### src/core/evt_pkg.sv
// shared types, constants and decode functions for the event entry unit
package evt_pkg;

    localparam logic [31:0] RESET_ADDR = 32'h8000_0000;
    localparam int NCAUSE = 8;
    localparam int CW = 3;
    localparam int IRQ_OFF_W = 14;

    // cause bit positions; lower position means higher priority
    localparam logic [CW-1:0] C_BUSERR = 3'h0;
    localparam logic [CW-1:0] C_TLBMISS = 3'h1;
    localparam logic [CW-1:0] C_ADDRERR = 3'h2;
    localparam logic [CW-1:0] C_PRIV = 3'h3;
    localparam logic [CW-1:0] C_ILLEGAL = 3'h4;
    localparam logic [CW-1:0] C_SCALL = 3'h5;
    localparam logic [CW-1:0] C_RETS = 3'h6;
    localparam logic [CW-1:0] C_RETD = 3'h7;

    // handler offsets from the event vector base
    localparam logic [31:0] OFF_BUSERR = 32'h0000_0008;
    localparam logic [31:0] OFF_ADDRERR = 32'h0000_0010;
    localparam logic [31:0] OFF_ILLEGAL = 32'h0000_0014;
    localparam logic [31:0] OFF_PRIV = 32'h0000_0018;
    localparam logic [31:0] OFF_DEBUG = 32'h0000_001C;
    localparam logic [31:0] OFF_TLBMISS = 32'h0000_0050;
    localparam logic [31:0] OFF_SCALL = 32'h0000_0100;
    localparam logic [31:0] VECBASE_RESET = 32'h0000_0000;

    localparam logic [2:0] MODE_USER = 3'h0;
    localparam logic [2:0] MODE_SUPV = 3'h1;
    localparam logic [2:0] MODE_EXC = 3'h6;

    typedef struct packed {
        logic debug_mask_bit;
        logic debug_state_flag;
        logic globalMask;
        logic [2:0] mode;
    } sr_t;

    localparam sr_t SR_RESET = '{1'b0, 1'b0, 1'b1, MODE_SUPV};

    typedef struct packed {
        logic valid;
        logic [NCAUSE-1:0] cause;
        logic [31:0] retPc;
    } stage_evt_t;

    typedef enum logic [2:0] {
        ST_BOOT = 3'b001,
        ST_RUN = 3'b010,
        ST_POP = 3'b100
    } state_t;

    // fixed priority: lowest set position wins
    function automatic logic [CW-1:0] pickCause(input logic [NCAUSE-1:0] c);
        logic [CW-1:0] idx;
        idx = '0;
        for (int i = NCAUSE - 1; i >= 0; i--)
        begin
            if (c[i])
                idx = CW'(i);
        end
        return idx;
    endfunction

    // every vectored cause has its own entry point, except that C_PRIV and the default (C_RETS, C_RETD) share OFF_PRIV
    function automatic logic [31:0] causeOffset(input logic [CW-1:0] c);
        logic [31:0] off;
        off = OFF_PRIV;
        case (c)
            C_BUSERR: off = OFF_BUSERR;
            C_TLBMISS: off = OFF_TLBMISS;
            C_ADDRERR: off = OFF_ADDRERR;
            C_ILLEGAL: off = OFF_ILLEGAL;
            C_SCALL: off = OFF_SCALL;
            default: off = OFF_PRIV;
        endcase
        return off;
    endfunction

endpackage

### src/core/event_pick.sv
// oldest-stage, highest-priority event selector
`timescale 1ns/1ps
module event_pick
    import evt_pkg::*;
#(
    parameter int NSTAGE = 3
)
(
    input stage_evt_t [NSTAGE-1:0] stages,
    output logic hit,
    output logic [$clog2(NSTAGE)-1:0] stageIdx,
    output logic [CW-1:0] causeIdx
);

    // index NSTAGE-1 is the oldest; scanning upward lets it override
    always_comb
    begin
        hit = 1'b0;
        stageIdx = '0;
        causeIdx = '0;
        for (int s = 0; s < NSTAGE; s++)
        begin
            if (stages[s].valid && (|stages[s].cause))
            begin
                hit = 1'b1;
                stageIdx = ($clog2(NSTAGE))'(s);
                causeIdx = pickCause(stages[s].cause);
            end
        end
    end

endmodule

### src/core/debug_ctx.sv
// dedicated return address and return status for debug mode
`timescale 1ns/1ps
module debug_ctx
    import evt_pkg::*;
(
    input wire logic clk,
    input wire logic rstn,
    input wire logic save,
    input wire logic [31:0] saveAddr,
    input sr_t saveSr,
    output logic [31:0] retAddr_r,
    output sr_t retSr_r
);

    logic [31:0] retAddr_nxt;
    sr_t retSr_nxt;

    // kept apart from the system stack so debug entry and exit never push or pop it
    always_comb
    begin
        retAddr_nxt = retAddr_r;
        retSr_nxt = retSr_r;
        if (save)
        begin
            retAddr_nxt = saveAddr;
            retSr_nxt = saveSr;
        end
    end

    always_ff @(posedge clk)
    begin
        if (!rstn)
        begin
            retAddr_r <= RESET_ADDR;
            retSr_r <= SR_RESET;
        end
        else
        begin
            retAddr_r <= retAddr_nxt;
            retSr_r <= retSr_nxt;
        end
    end

endmodule

### src/core/cpu_event_entry_debug.sv
// event dispatch, supervisor call/return and debug entry/exit of the core
`timescale 1ns/1ps
module cpu_event_entry_debug
    import evt_pkg::*;
#(
    parameter int NSTAGE = 3
)
(
    input wire logic clk,
    input wire logic rstn,
    input stage_evt_t [NSTAGE-1:0] stages,
    input wire logic dbgReq,
    input wire logic [31:0] resumePc,
    input wire logic irqReq,
    input wire logic [IRQ_OFF_W-1:0] irqOffset,
    input wire logic vecBaseWrEn,
    input wire logic [31:0] vecBaseWrData,
    input wire logic srWrEn,
    input sr_t srWrData,
    input wire logic popValid,
    input wire logic [31:0] popPc,
    input sr_t popSr,
    output logic redirValid_r,
    output logic [31:0] redirPc_r,
    output logic [NSTAGE-1:0] stageAck_r,
    output logic irqAck_r,
    output logic pushValid_r,
    output logic [31:0] pushPc_r,
    output sr_t pushSr_r,
    output logic popReq,
    output logic busy,
    output logic privileged,
    output sr_t sr_r,
    output logic [31:0] vecBase_r,
    output logic [31:0] dbgRetAddr,
    output sr_t dbgRetSr
);

    localparam int SW = $clog2(NSTAGE);

    state_t state_r;
    state_t state_nxt;
    sr_t sr_nxt;
    logic [31:0] vecBase_nxt;
    logic redirValid_nxt;
    logic [31:0] redirPc_nxt;
    logic [NSTAGE-1:0] stageAck_nxt;
    logic irqAck_nxt;
    logic pushValid_nxt;
    logic [31:0] pushPc_nxt;
    sr_t pushSr_nxt;
    logic pickHit;
    logic [SW-1:0] pickStage;
    logic [CW-1:0] pickIdx;
    logic dbgSave;
    logic dbgTake;
    logic irqTake;
    logic [31:0] pickRetPc;

    event_pick #(
        .NSTAGE(NSTAGE)
    ) event_pick_i (
        .stages(stages),
        .hit(pickHit),
        .stageIdx(pickStage),
        .causeIdx(pickIdx)
    );

    debug_ctx debug_ctx_i (
        .clk(clk),
        .rstn(rstn),
        .save(dbgSave),
        .saveAddr(resumePc),
        .saveSr(sr_r),
        .retAddr_r(dbgRetAddr),
        .retSr_r(dbgRetSr)
    );

    assign pickRetPc = stages[pickStage].retPc;
    assign popReq = (state_r == ST_POP);
    assign busy = (state_r != ST_RUN);
    // debug state always carries full privilege
    assign privileged = sr_r.debug_state_flag || (sr_r.mode != MODE_USER);
    // a pending debug entry is held off by the mask or by being in debug already
    assign dbgTake = dbgReq && !sr_r.debug_mask_bit && !sr_r.debug_state_flag;
    assign irqTake = irqReq && !sr_r.globalMask && !sr_r.debug_state_flag;

    always_comb
    begin
        state_nxt = state_r;
        sr_nxt = sr_r;
        // dispatch below reads vecBase_r, so a write lands only for later events
        vecBase_nxt = vecBaseWrEn ? vecBaseWrData : vecBase_r;
        redirValid_nxt = 1'b0;
        redirPc_nxt = redirPc_r;
        stageAck_nxt = '0;
        irqAck_nxt = 1'b0;
        pushValid_nxt = 1'b0;
        pushPc_nxt = pushPc_r;
        pushSr_nxt = pushSr_r;
        dbgSave = 1'b0;
        // software status write; mode is free in debug since privileged is high
        if (srWrEn && privileged)
        begin
            sr_nxt.debug_mask_bit = srWrData.debug_mask_bit;
            sr_nxt.globalMask = srWrData.globalMask;
            sr_nxt.mode = srWrData.mode;
        end
        case (state_r)
            ST_BOOT:
            begin
                redirValid_nxt = 1'b1;
                redirPc_nxt = RESET_ADDR;
                state_nxt = ST_RUN;
            end
            ST_RUN:
            begin
                // pipeline events outrank asynchronous requests
                if (pickHit)
                begin
                    stageAck_nxt[pickStage] = 1'b1;
                    case (pickIdx)
                        C_RETD:
                        begin
                            if (sr_r.debug_state_flag)
                            begin
                                sr_nxt = dbgRetSr;
                                redirValid_nxt = 1'b1;
                                redirPc_nxt = dbgRetAddr;
                            end
                            else
                            begin
                                sr_nxt.mode = MODE_EXC;
                                redirValid_nxt = 1'b1;
                                redirPc_nxt = vecBase_r + OFF_PRIV;
                            end
                        end
                        C_RETS:
                        begin
                            state_nxt = ST_POP;
                        end
                        C_SCALL:
                        begin
                            pushValid_nxt = 1'b1;
                            pushPc_nxt = pickRetPc;
                            pushSr_nxt = sr_r;
                            sr_nxt.mode = MODE_SUPV;
                            redirValid_nxt = 1'b1;
                            redirPc_nxt = vecBase_r + causeOffset(pickIdx);
                        end
                        default:
                        begin
                            sr_nxt.mode = MODE_EXC;
                            redirValid_nxt = 1'b1;
                            redirPc_nxt = vecBase_r + causeOffset(pickIdx);
                        end
                    endcase
                end
                else if (dbgTake)
                begin
                    // return context goes to dedicated registers, not the stack
                    dbgSave = 1'b1;
                    sr_nxt.debug_state_flag = 1'b1;
                    sr_nxt.mode = MODE_EXC;
                    redirValid_nxt = 1'b1;
                    redirPc_nxt = vecBase_r + OFF_DEBUG;
                end
                else if (irqTake)
                begin
                    irqAck_nxt = 1'b1;
                    sr_nxt.globalMask = 1'b1;
                    redirValid_nxt = 1'b1;
                    redirPc_nxt = vecBase_r + {{(32 - IRQ_OFF_W){1'b0}}, irqOffset};
                end
            end
            ST_POP:
            begin
                // resume the caller's context; debug state itself is not restored from the stack
                if (popValid)
                begin
                    sr_nxt = popSr;
                    sr_nxt.debug_state_flag = sr_r.debug_state_flag;
                    redirValid_nxt = 1'b1;
                    redirPc_nxt = popPc;
                    state_nxt = ST_RUN;
                end
            end
            default:
            begin
                state_nxt = ST_BOOT;
            end
        endcase
    end

    always_ff @(posedge clk)
    begin
        if (!rstn)
        begin
            state_r <= ST_BOOT;
            sr_r <= SR_RESET;
            vecBase_r <= VECBASE_RESET;
            redirValid_r <= 1'b0;
            redirPc_r <= RESET_ADDR;
            stageAck_r <= '0;
            irqAck_r <= 1'b0;
            pushValid_r <= 1'b0;
            pushPc_r <= 32'h0000_0000;
            pushSr_r <= SR_RESET;
        end
        else
        begin
            state_r <= state_nxt;
            sr_r <= sr_nxt;
            vecBase_r <= vecBase_nxt;
            redirValid_r <= redirValid_nxt;
            redirPc_r <= redirPc_nxt;
            stageAck_r <= stageAck_nxt;
            irqAck_r <= irqAck_nxt;
            pushValid_r <= pushValid_nxt;
            pushPc_r <= pushPc_nxt;
            pushSr_r <= pushSr_nxt;
        end
    end

    logic anyPend;
    assign anyPend = pickHit;
endmodule

### config.mk
export PLATFORM = sky130hd
export DESIGN_NAME = cpu_event_entry_debug
export DESIGN_NICKNAME = d
export VERILOG_FILES = /design/src/core/evt_pkg.sv /design/src/core/event_pick.sv /design/src/core/debug_ctx.sv /design/src/core/cpu_event_entry_debug.sv
export SDC_FILE = /design/constraint.sdc
export NUM_CORES = 1
export LEC_CHECK = 0
export BUFFER_PORTS_ARGS = -buffer_cell sky130_fd_sc_hd__buf_2
export CORE_MARGIN = 5
export CORE_UTILIZATION = 45
export CTS_CLUSTER_DIAMETER = 30
export CTS_CLUSTER_SIZE = 10
export DETAILED_ROUTE_END_ITERATION = 8
export PLACE_DENSITY = 0.71
export SLEW_MARGIN = 20
export SYNTH_ARGS = -nofsm -noshare
export SYNTH_HDL_FRONTEND = slang
export SYNTH_SLANG_ARGS = --single-unit
### constraint.sdc
create_clock -name clk -period 5.46 [get_ports clk]
set_input_delay 0.819 -clock clk [delete_from_list [all_inputs] [get_ports clk]]
set_output_delay 0.819 -clock clk [all_outputs]
set_load 0.05 [all_outputs]
==> results of run 1 <==
power by group through the flow:
stage               combinational [µW]  sequential [µW]  clock (µW)
detailed placement                 773             1260           0
global placement                   766             1260           0
finish                             789             1240        1200
floorplan                          375             1370           0
CTS                                777             1240        1210
global route                       842             1240        1260
registers in the layout, indices dropped and copies added, names as in the netlist, 6 cells and up:
register               count
vecBase_r                 32
redirPc_r                 32
debug_ctx_i.retSr_r        6
pushPc_r                  32
pushSr_r                   6
debug_ctx_i.retAddr_r     32
sr_r                       6
final timing paths:
kind,from,endpoint,cells after the start
setup / recovery,stages[74],redirPc_r[24]$_SDFFE_PN0P_,20
hold / removal,pushSr_r[4]$_SDFFE_PN0P_,pushSr_r[4]$_SDFFE_PN0P_,2
setup reg to reg,vecBase_r[6]$_SDFFE_PN0P_,redirPc_r[27]$_SDFFE_PN0P_,10
hold reg to reg,pushSr_r[4]$_SDFFE_PN0P_,pushSr_r[4]$_SDFFE_PN0P_,2
layout make-up:
cell class / instances / area, µm² / share of cell area, %
clock inverters: 13 / 131 / 1.03
repair buffers: 444 / 2320 / 18.1
clock buffers: 19 / 443 / 3.46
well taps: 280 / 350 / 2.74
flip-flops and latches: 155 / 3100 / 24.2
inverters: 21 / 81.3 / 0.635
multi-input cells: 1038 / 6360 / 49.7
diodes: 5 / 12.5 / 0.0977
cell families after synthesis:
group	after synthesis	share of synthesized area, %
fa+ha+maj	24	3.17
simple gates	490	22.1
mux	45	4.55
flops	155	31.2
compound gates	414	28.2
buf+inv	127	5.03
xor+xnor	65	5.72
stage by stage:
step	total power [µW]	hold WS [ns]	setup WS [ns]	cell area [µm²]
finish	3220	0.453	0.749	12800
global route	3350	0.481	0.522	12800
CTS	3230	0.455	0.856	12800
detailed placement	2040	0.441	0.432	12200
global placement	2030	0.432	0.521	12200
floorplan	1750	0.497	0.497	9960
worst max-delay path, cell delays in order:
cell,delay [ns]
buf_2,0.11
or4_1,0.58
o21ai_1,0.38
and4_1,0.44
or3_1,0.18
buf_4,0.21
nand2_1,0.11
nand2_1,0.08
a21oi_1,0.11
fa_1,0.45
a21o_1,0.19
nand2_1,0.09
nor2_1,0.08
a21o_1,0.16
a31oi_1,0.19
buf_4,0.20
o21bai_1,0.08
a211oi_1,0.21
nor3_1,0.11
o221a_1,0.23
synthesized netlist by cell type (17+ instances only):
cell,instances,share of area [%]
a222oi_1,33,3.3
nor2_1,157,5.9
mux2i_1,43,4.3
ha_1,22,2.8
o21ai_0,71,3.6
nand2_1,184,6.9
nand3_1,39,2.0
buf_2,19,0.96
a211oi_1,44,3.3
xnor2_1,34,3.0
nor3_1,25,1.3
nand4_1,17,1.1
dfxtp_1,155,31
xor2_1,31,2.7
a21oi_1,119,6.0
inv_1,18,0.68
clkbuf_1,78,2.9
per-layer routing:
metal	part of all wire (%)	GRT usage [%]	up-vias
li1	-	-	5593
met1	40	41.9	5727
met2	47	54.5	702
met3	9.6	7.49	115
met4	3.6	11.9	0
met5	0	0	-
==> flow_results.xml, run 1 <==
<?xml version="1.0" encoding="UTF-8"?>
<metrics>
  <group name="drt">
    <metric name="wirelength" unit="µm">44200</metric>
    <metric name="vias_post_dr" unit="">12100</metric>
    <metric name="routedWlPerCell" unit="µm">22.4</metric>
    <metric name="antenna_left" unit="">0</metric>
    <metric name="viasPerCell" unit="">6.15</metric>
    <metric name="drt_first_iter_violations" unit="">1619</metric>
    <metric name="firstDrtPassIters" unit="">8</metric>
    <metric name="drc" unit="">0</metric>
  </group>
  <group name="grt">
    <metric name="first_global_vias" unit="">11400</metric>
    <metric name="global_route_wire_length_before_repair" unit="µm">67200</metric>
    <metric name="grt_use_total" unit="%">32.8</metric>
    <metric name="grt_remaining_overflow" unit="">0</metric>
    <metric name="grt_start_max_net_pins" unit="">75</metric>
    <metric name="antenna_found_initial" unit="">4</metric>
  </group>
  <group name="cells_and_area">
    <metric name="final_core_util" unit="%">58.7</metric>
    <metric name="nNetsFinal" unit="">1953</metric>
    <metric name="layout.cells.most_common_list" unit="">buf_2 (404), nand2_1 (184), nor2_1 (155), dfxtp_1 (155), a21oi_1 (119)</metric>
    <metric name="layout_commonest_cell" unit="">buf_2</metric>
    <metric name="drive_above_1_share" unit="%">29.4</metric>
    <metric name="area_delta_synth_final" unit="%">28.6</metric>
    <metric name="fill_cells" unit="">2101</metric>
    <metric name="post_layout_nonfiller_instances" unit="">1975</metric>
  </group>
  <group name="timing">
    <metric name="finalSetupTns" unit="ns">0</metric>
    <metric name="timing.final.hold_violations" unit="">0</metric>
    <metric name="setup_violations" unit="">0</metric>
    <metric name="slew-limit-headroom" unit="%">33.8</metric>
    <metric name="final-max-slew-violation-count" unit="">0</metric>
    <metric name="tightest_slew" unit="ns">0.977</metric>
    <metric name="grt_setup_unrepaired" unit="">no</metric>
    <metric name="final.min_clock_period" unit="ns">4.71</metric>
    <metric name="timing.clock.skew" unit="ns">0.00987</metric>
    <metric name="timing.final.crit_share" unit="%">86.3</metric>
    <metric name="achievable-frequency" unit="MHz">212</metric>
  </group>
  <group name="floorplan">
    <metric name="floorplan.die_area" unit="µm²">25200</metric>
    <metric name="start_util" unit="%">45.6</metric>
    <metric name="fp.dieW" unit="µm">159</metric>
    <metric name="top_ports" unit="">407</metric>
    <metric name="floorplan.rows" unit="">54</metric>
    <metric name="floorplan.core_area" unit="µm²">21800</metric>
    <metric name="dieHeight" unit="µm">159</metric>
  </group>
  <group name="power">
    <metric name="powerDensity" unit="nW/µm²">252</metric>
    <metric name="intPower" unit="µW">2100</metric>
    <metric name="combPwrFrac" unit="%">24.5</metric>
    <metric name="leakagePower" unit="µW">0.00561</metric>
    <metric name="pwr-share-seq" unit="%">38.4</metric>
    <metric name="share_clk_of_total_power" unit="%">37.1</metric>
    <metric name="switching_share" unit="%">34.9</metric>
    <metric name="vdd_ir_drop_max" unit="µV">180</metric>
    <metric name="power.net_switching" unit="µW">1130</metric>
  </group>
  <group name="synthesis">
    <metric name="number_of_enable_flip_flop_cells_after_synthesis" unit="">0</metric>
    <metric name="synth.yosys.seq_area_share" unit="%">31.2</metric>
    <metric name="netlist-cell-type-count" unit="">75</metric>
    <metric name="synth_warnings" unit="">0</metric>
    <metric name="synth_cells" unit="">1320</metric>
    <metric name="ys_async_sr_fraction" unit="%">0</metric>
    <metric name="ys_ff_latch" unit="">155</metric>
    <metric name="yosys_most_used_dff" unit="">dfxtp_1</metric>
    <metric name="avgSynthCellArea" unit="µm²">7.54</metric>
    <metric name="net_count_after_synthesis" unit="">1596</metric>
    <metric name="synth.cell_area" unit="µm²">9960</metric>
  </group>
  <group name="job">
    <metric name="cap_viol_max_count" unit="">0</metric>
  </group>
  <group name="clock_network">
    <metric name="clkLatencyLatePin" unit="ns">0.43</metric>
    <metric name="post_cts_buffers" unit="">0</metric>
    <metric name="max-clock-path-buffers" unit="">2</metric>
    <metric name="tritoncts" unit="">built</metric>
    <metric name="root_buffer" unit="">clkbuf_16</metric>
    <metric name="numCtsBuffers" unit="">17</metric>
    <metric name="tritoncts_num_sinks" unit="">155</metric>
    <metric name="htree_num_levels" unit="">4</metric>
    <metric name="clk_transition_reported_paths" unit="ns">0.07</metric>
    <metric name="cts_hold_repair.buffers" unit="">0</metric>
    <metric name="cts_resized" unit="">0</metric>
  </group>
  <group name="setup_path">
    <metric name="timing.critical_path.arrival" unit="ns">5.03</metric>
    <metric name="cp_data_required_time" unit="ns">5.78</metric>
    <metric name="worst_setup_path_end_kind" unit="">register</metric>
    <metric name="path_max_fanout" unit="">11</metric>
    <metric name="timing.setup.critical_path_class" unit="">primary input to register</metric>
    <metric name="worst_reg2reg_setup_slack" unit="ns">1.50</metric>
    <metric name="setup.worst_path.start_class" unit="">primary input</metric>
  </group>
  <group name="place">
    <metric name="dp_hpwl" unit="µm">33600</metric>
    <metric name="place.port_buffers" unit="">404</metric>
    <metric name="place.detailed.instances" unit="">1938</metric>
    <metric name="place_congestion" unit="">0.977</metric>
  </group>
  <group name="min_path">
    <metric name="worst_hold_path_type" unit="">register to register</metric>
  </group>
  <group name="status">
    <metric name="result_of_the_run" unit="">complete, no violations</metric>
  </group>
</metrics>
Power figures use the tool's default switching activity.
==> run 2, diff against run 1 <==
- PLACE_DENSITY: 0.71 -> 0.75
==> run 2 against run 1 <==
  * First-iteration DRC count is 5.3% lower
  * Critical path type unchanged
  * Global-route usage is 0.29 points lower
  * Clock power hardly changed
  * Fmax is 0.58% lower
  * Final cell count is 0.30% lower
  * Sequential power hardly changed
  * Final area is 0.21% lower
==> flow_results.xml, run 2 (same netlist as run 1, synthesis figures left out) <==
<?xml version="1.0" encoding="UTF-8"?>
<metrics>
  <group name="status">
    <metric name="result_of_the_run" unit="">complete, no violations</metric>
  </group>
  <group name="drt">
    <metric name="vias_post_dr" unit="">12100</metric>
    <metric name="wirelength" unit="µm">43500</metric>
    <metric name="drt_first_iter_violations" unit="">1534</metric>
    <metric name="drc" unit="">0</metric>
    <metric name="antenna_left" unit="">0</metric>
    <metric name="routedWlPerCell" unit="µm">22.1</metric>
    <metric name="viasPerCell" unit="">6.13</metric>
    <metric name="firstDrtPassIters" unit="">9</metric>
  </group>
  <group name="floorplan">
    <metric name="dieHeight" unit="µm">159</metric>
    <metric name="start_util" unit="%">45.6</metric>
    <metric name="floorplan.core_area" unit="µm²">21800</metric>
    <metric name="top_ports" unit="">407</metric>
    <metric name="floorplan.rows" unit="">54</metric>
    <metric name="fp.dieW" unit="µm">159</metric>
    <metric name="floorplan.die_area" unit="µm²">25200</metric>
  </group>
  <group name="setup_path">
    <metric name="cp_data_required_time" unit="ns">5.77</metric>
    <metric name="worst_path_dominant_cell_family" unit="">simple AND/OR/NAND/NOR gates</metric>
    <metric name="worst_r2r_path_depth" unit="">10</metric>
    <metric name="r2r-end" unit="">redirPc_r[21]$_SDFFE_PN0P_</metric>
    <metric name="setup.worst_path.start_class" unit="">primary input</metric>
    <metric name="reg2reg_from" unit="">vecBase_r[6]$_SDFFE_PN0P_</metric>
    <metric name="crit_path_top_delay_cell" unit="">or4_1</metric>
    <metric name="path_max_fanout" unit="">7</metric>
    <metric name="cp_cell_sequence" unit="">buf_2 -&gt; or4_1 -&gt; o21a_1 -&gt; nand2_1 -&gt; o22ai_1 -&gt; nor2_1 -&gt; nand2_1 -&gt; nand2_1 -&gt; a21oi_1 -&gt; fa_1 -&gt; a21o_1 -&gt; nand2_1 -&gt; nor2_1 -&gt; a21o_1 -&gt; a31oi_1 -&gt; buf_4 -&gt; o21bai_1 -&gt; a211oi_1 -&gt; nor3_1 -&gt; o221a_1</metric>
    <metric name="critPathLaunch" unit="">stages[74]</metric>
    <metric name="worst_setup_path_end_kind" unit="">register</metric>
    <metric name="crit_path_max_incr_delay" unit="ns">0.61</metric>
    <metric name="crit_path_frequent_cell" unit="">nand2_1</metric>
    <metric name="path_buf_inv" unit="">2</metric>
    <metric name="crit_path_end" unit="">redirPc_r[24]$_SDFFE_PN0P_</metric>
    <metric name="worst_reg2reg_setup_slack" unit="ns">1.53</metric>
    <metric name="timing.setup.critical_path_class" unit="">primary input to register</metric>
    <metric name="cp.depth" unit="">20</metric>
    <metric name="timing.critical_path.arrival" unit="ns">5.05</metric>
  </group>
  <group name="clock_network">
    <metric name="tritoncts_num_sinks" unit="">155</metric>
    <metric name="post_cts_buffers" unit="">0</metric>
    <metric name="numCtsBuffers" unit="">17</metric>
    <metric name="tritoncts" unit="">built</metric>
    <metric name="clkLatencyLatePin" unit="ns">0.42</metric>
    <metric name="clk_transition_reported_paths" unit="ns">0.06</metric>
    <metric name="htree_num_levels" unit="">4</metric>
    <metric name="max-clock-path-buffers" unit="">2</metric>
    <metric name="cts_resized" unit="">0</metric>
    <metric name="cts_hold_repair.buffers" unit="">0</metric>
    <metric name="root_buffer" unit="">clkbuf_16</metric>
  </group>
  <group name="grt">
    <metric name="grt_start_max_net_pins" unit="">71</metric>
    <metric name="grt_use_met1" unit="%">40.7</metric>
    <metric name="globalRouteMet3Util" unit="%">8.68</metric>
    <metric name="antenna_found_initial" unit="">4</metric>
    <metric name="grt_use_total" unit="%">32.6</metric>
    <metric name="global_route_wire_length_before_repair" unit="µm">66400</metric>
    <metric name="grt_remaining_overflow" unit="">0</metric>
    <metric name="groute.layer.met2.usage" unit="%">52.6</metric>
    <metric name="most_congested_layer_reported_by_global_routing" unit="">met2</metric>
    <metric name="first_global_vias" unit="">11300</metric>
  </group>
  <group name="cells_and_area">
    <metric name="fill_cells" unit="">2078</metric>
    <metric name="layout_commonest_cell" unit="">buf_2</metric>
    <metric name="nNetsFinal" unit="">1948</metric>
    <metric name="area_delta_synth_final" unit="%">28.4</metric>
    <metric name="drive_above_1_share" unit="%">29.2</metric>
    <metric name="layout.cells.most_common_list" unit="">buf_2 (404), nand2_1 (184), nor2_1 (155), dfxtp_1 (155), a21oi_1 (119)</metric>
  </group>
  <group name="power">
    <metric name="design_power_total" unit="µW">3240</metric>
    <metric name="combPwrFrac" unit="%">24.0</metric>
    <metric name="switching_share" unit="%">34.3</metric>
    <metric name="power.net_switching" unit="µW">1110</metric>
    <metric name="powerDensity" unit="nW/µm²">253</metric>
    <metric name="vdd_ir_drop_max" unit="µV">156</metric>
    <metric name="intPower" unit="µW">2130</metric>
    <metric name="pwr-share-seq" unit="%">38.3</metric>
    <metric name="leakagePower" unit="µW">0.00559</metric>
    <metric name="share_clk_of_total_power" unit="%">37.7</metric>
  </group>
  <group name="place">
    <metric name="place_congestion" unit="">0.965</metric>
    <metric name="dp_hpwl" unit="µm">33100</metric>
    <metric name="place.port_buffers" unit="">404</metric>
  </group>
  <group name="timing">
    <metric name="final.min_clock_period" unit="ns">4.74</metric>
    <metric name="slew-limit-headroom" unit="%">30.9</metric>
    <metric name="achievable-frequency" unit="MHz">211</metric>
    <metric name="setup_violations" unit="">0</metric>
    <metric name="grt_setup_unrepaired" unit="">no</metric>
    <metric name="timing.clock.skew" unit="ns">0.0116</metric>
    <metric name="tightest_slew" unit="ns">1.03</metric>
    <metric name="timing.final.crit_share" unit="%">86.8</metric>
    <metric name="finalSetupTns" unit="ns">0</metric>
    <metric name="timing.final.hold_violations" unit="">0</metric>
    <metric name="final-max-slew-violation-count" unit="">0</metric>
  </group>
  <group name="min_path">
    <metric name="min_delay_src" unit="">redirPc_r[4]$_SDFFE_PN0P_</metric>
    <metric name="worst_hold_path_type" unit="">register to register</metric>
  </group>
  <group name="job">
    <metric name="cap_viol_max_count" unit="">0</metric>
  </group>
</metrics>
-- run 2: cell count changes in the layout (fill, tap and decap cells not counted), sizes merged --
cell | previous run | this run
buf | 444 | 439
bufinv | 1 | 2
clkbuf | 19 | 18
clkinv | 7 | 6
diode | 5 | 4
inv | 25 | 26
-- run 2: layout make-up --
cell class	count	area [µm²]	share of cell area, %
inverters	21	81.3	0.636
repair buffers	439	2280	17.9
clock inverters	14	158	1.23
flip-flops and latches	155	3100	24.3
well taps	280	350	2.74
diodes	4	10.0	0.0783
multi-input cells	1038	6360	49.8
clock buffers	18	429	3.36
-- run 2: worst min path at each step --
| stage | cells past startpoint | end |
|---|---|---|
| floorplan | 2 | state_r[2]$_SDFFE_PN0P_ |
| global placement | 1 | redirPc_r[6]$_SDFFE_PN0P_ |
| detailed placement | 1 | redirPc_r[7]$_SDFFE_PN0P_ |
| CTS | 1 | redirPc_r[7]$_SDFFE_PN0P_ |
| global route | 1 | redirPc_r[6]$_SDFFE_PN0P_ |
| finish | 2 | redirPc_r[4]$_SDFFE_PN0P_ |
-- run 2: tightest hold or removal path, cell delays in order, from the launching register on --
cell	delay, ns
dfxtp_1	0.33
nand2_1	0.04
o21ai_0	0.06
-- run 2: per-layer routing --
layer	up-vias	routed length [µm]
li1	5585	-
met1	5606	16300
met2	762	20500
met3	120	4930
met4	0	1840
met5	-	0
-- run 2: power by group through the flow --
| stage | Clock [µW] | Combinational, µW | Sequential (µW) |
|---|---|---|---|
| 2_1_floorplan | 0 | 375 | 1370 |
| 3_3_place_gp | 0 | 757 | 1260 |
| 3_5_place_dp | 0 | 762 | 1260 |
| 4_1_cts | 1240 | 767 | 1240 |
| 5_1_grt | 1280 | 836 | 1250 |
| 6_report | 1220 | 777 | 1240 |
-- run 2: per-stage QoR --
stage               utilization (%)  cell area, µm²  instances  setup slack (ns)  hold WS (ns)
detailed placement             55.8           12200       1933             0.416         0.440
floorplan                         -            9960       1320             0.497         0.497
global route                   58.6           12800       1969             0.490         0.470
global placement               55.8           12200       1933             0.465         0.431
finish                         58.6           12800       1969             0.721         0.461
CTS                            58.5           12800       1965             0.836         0.456
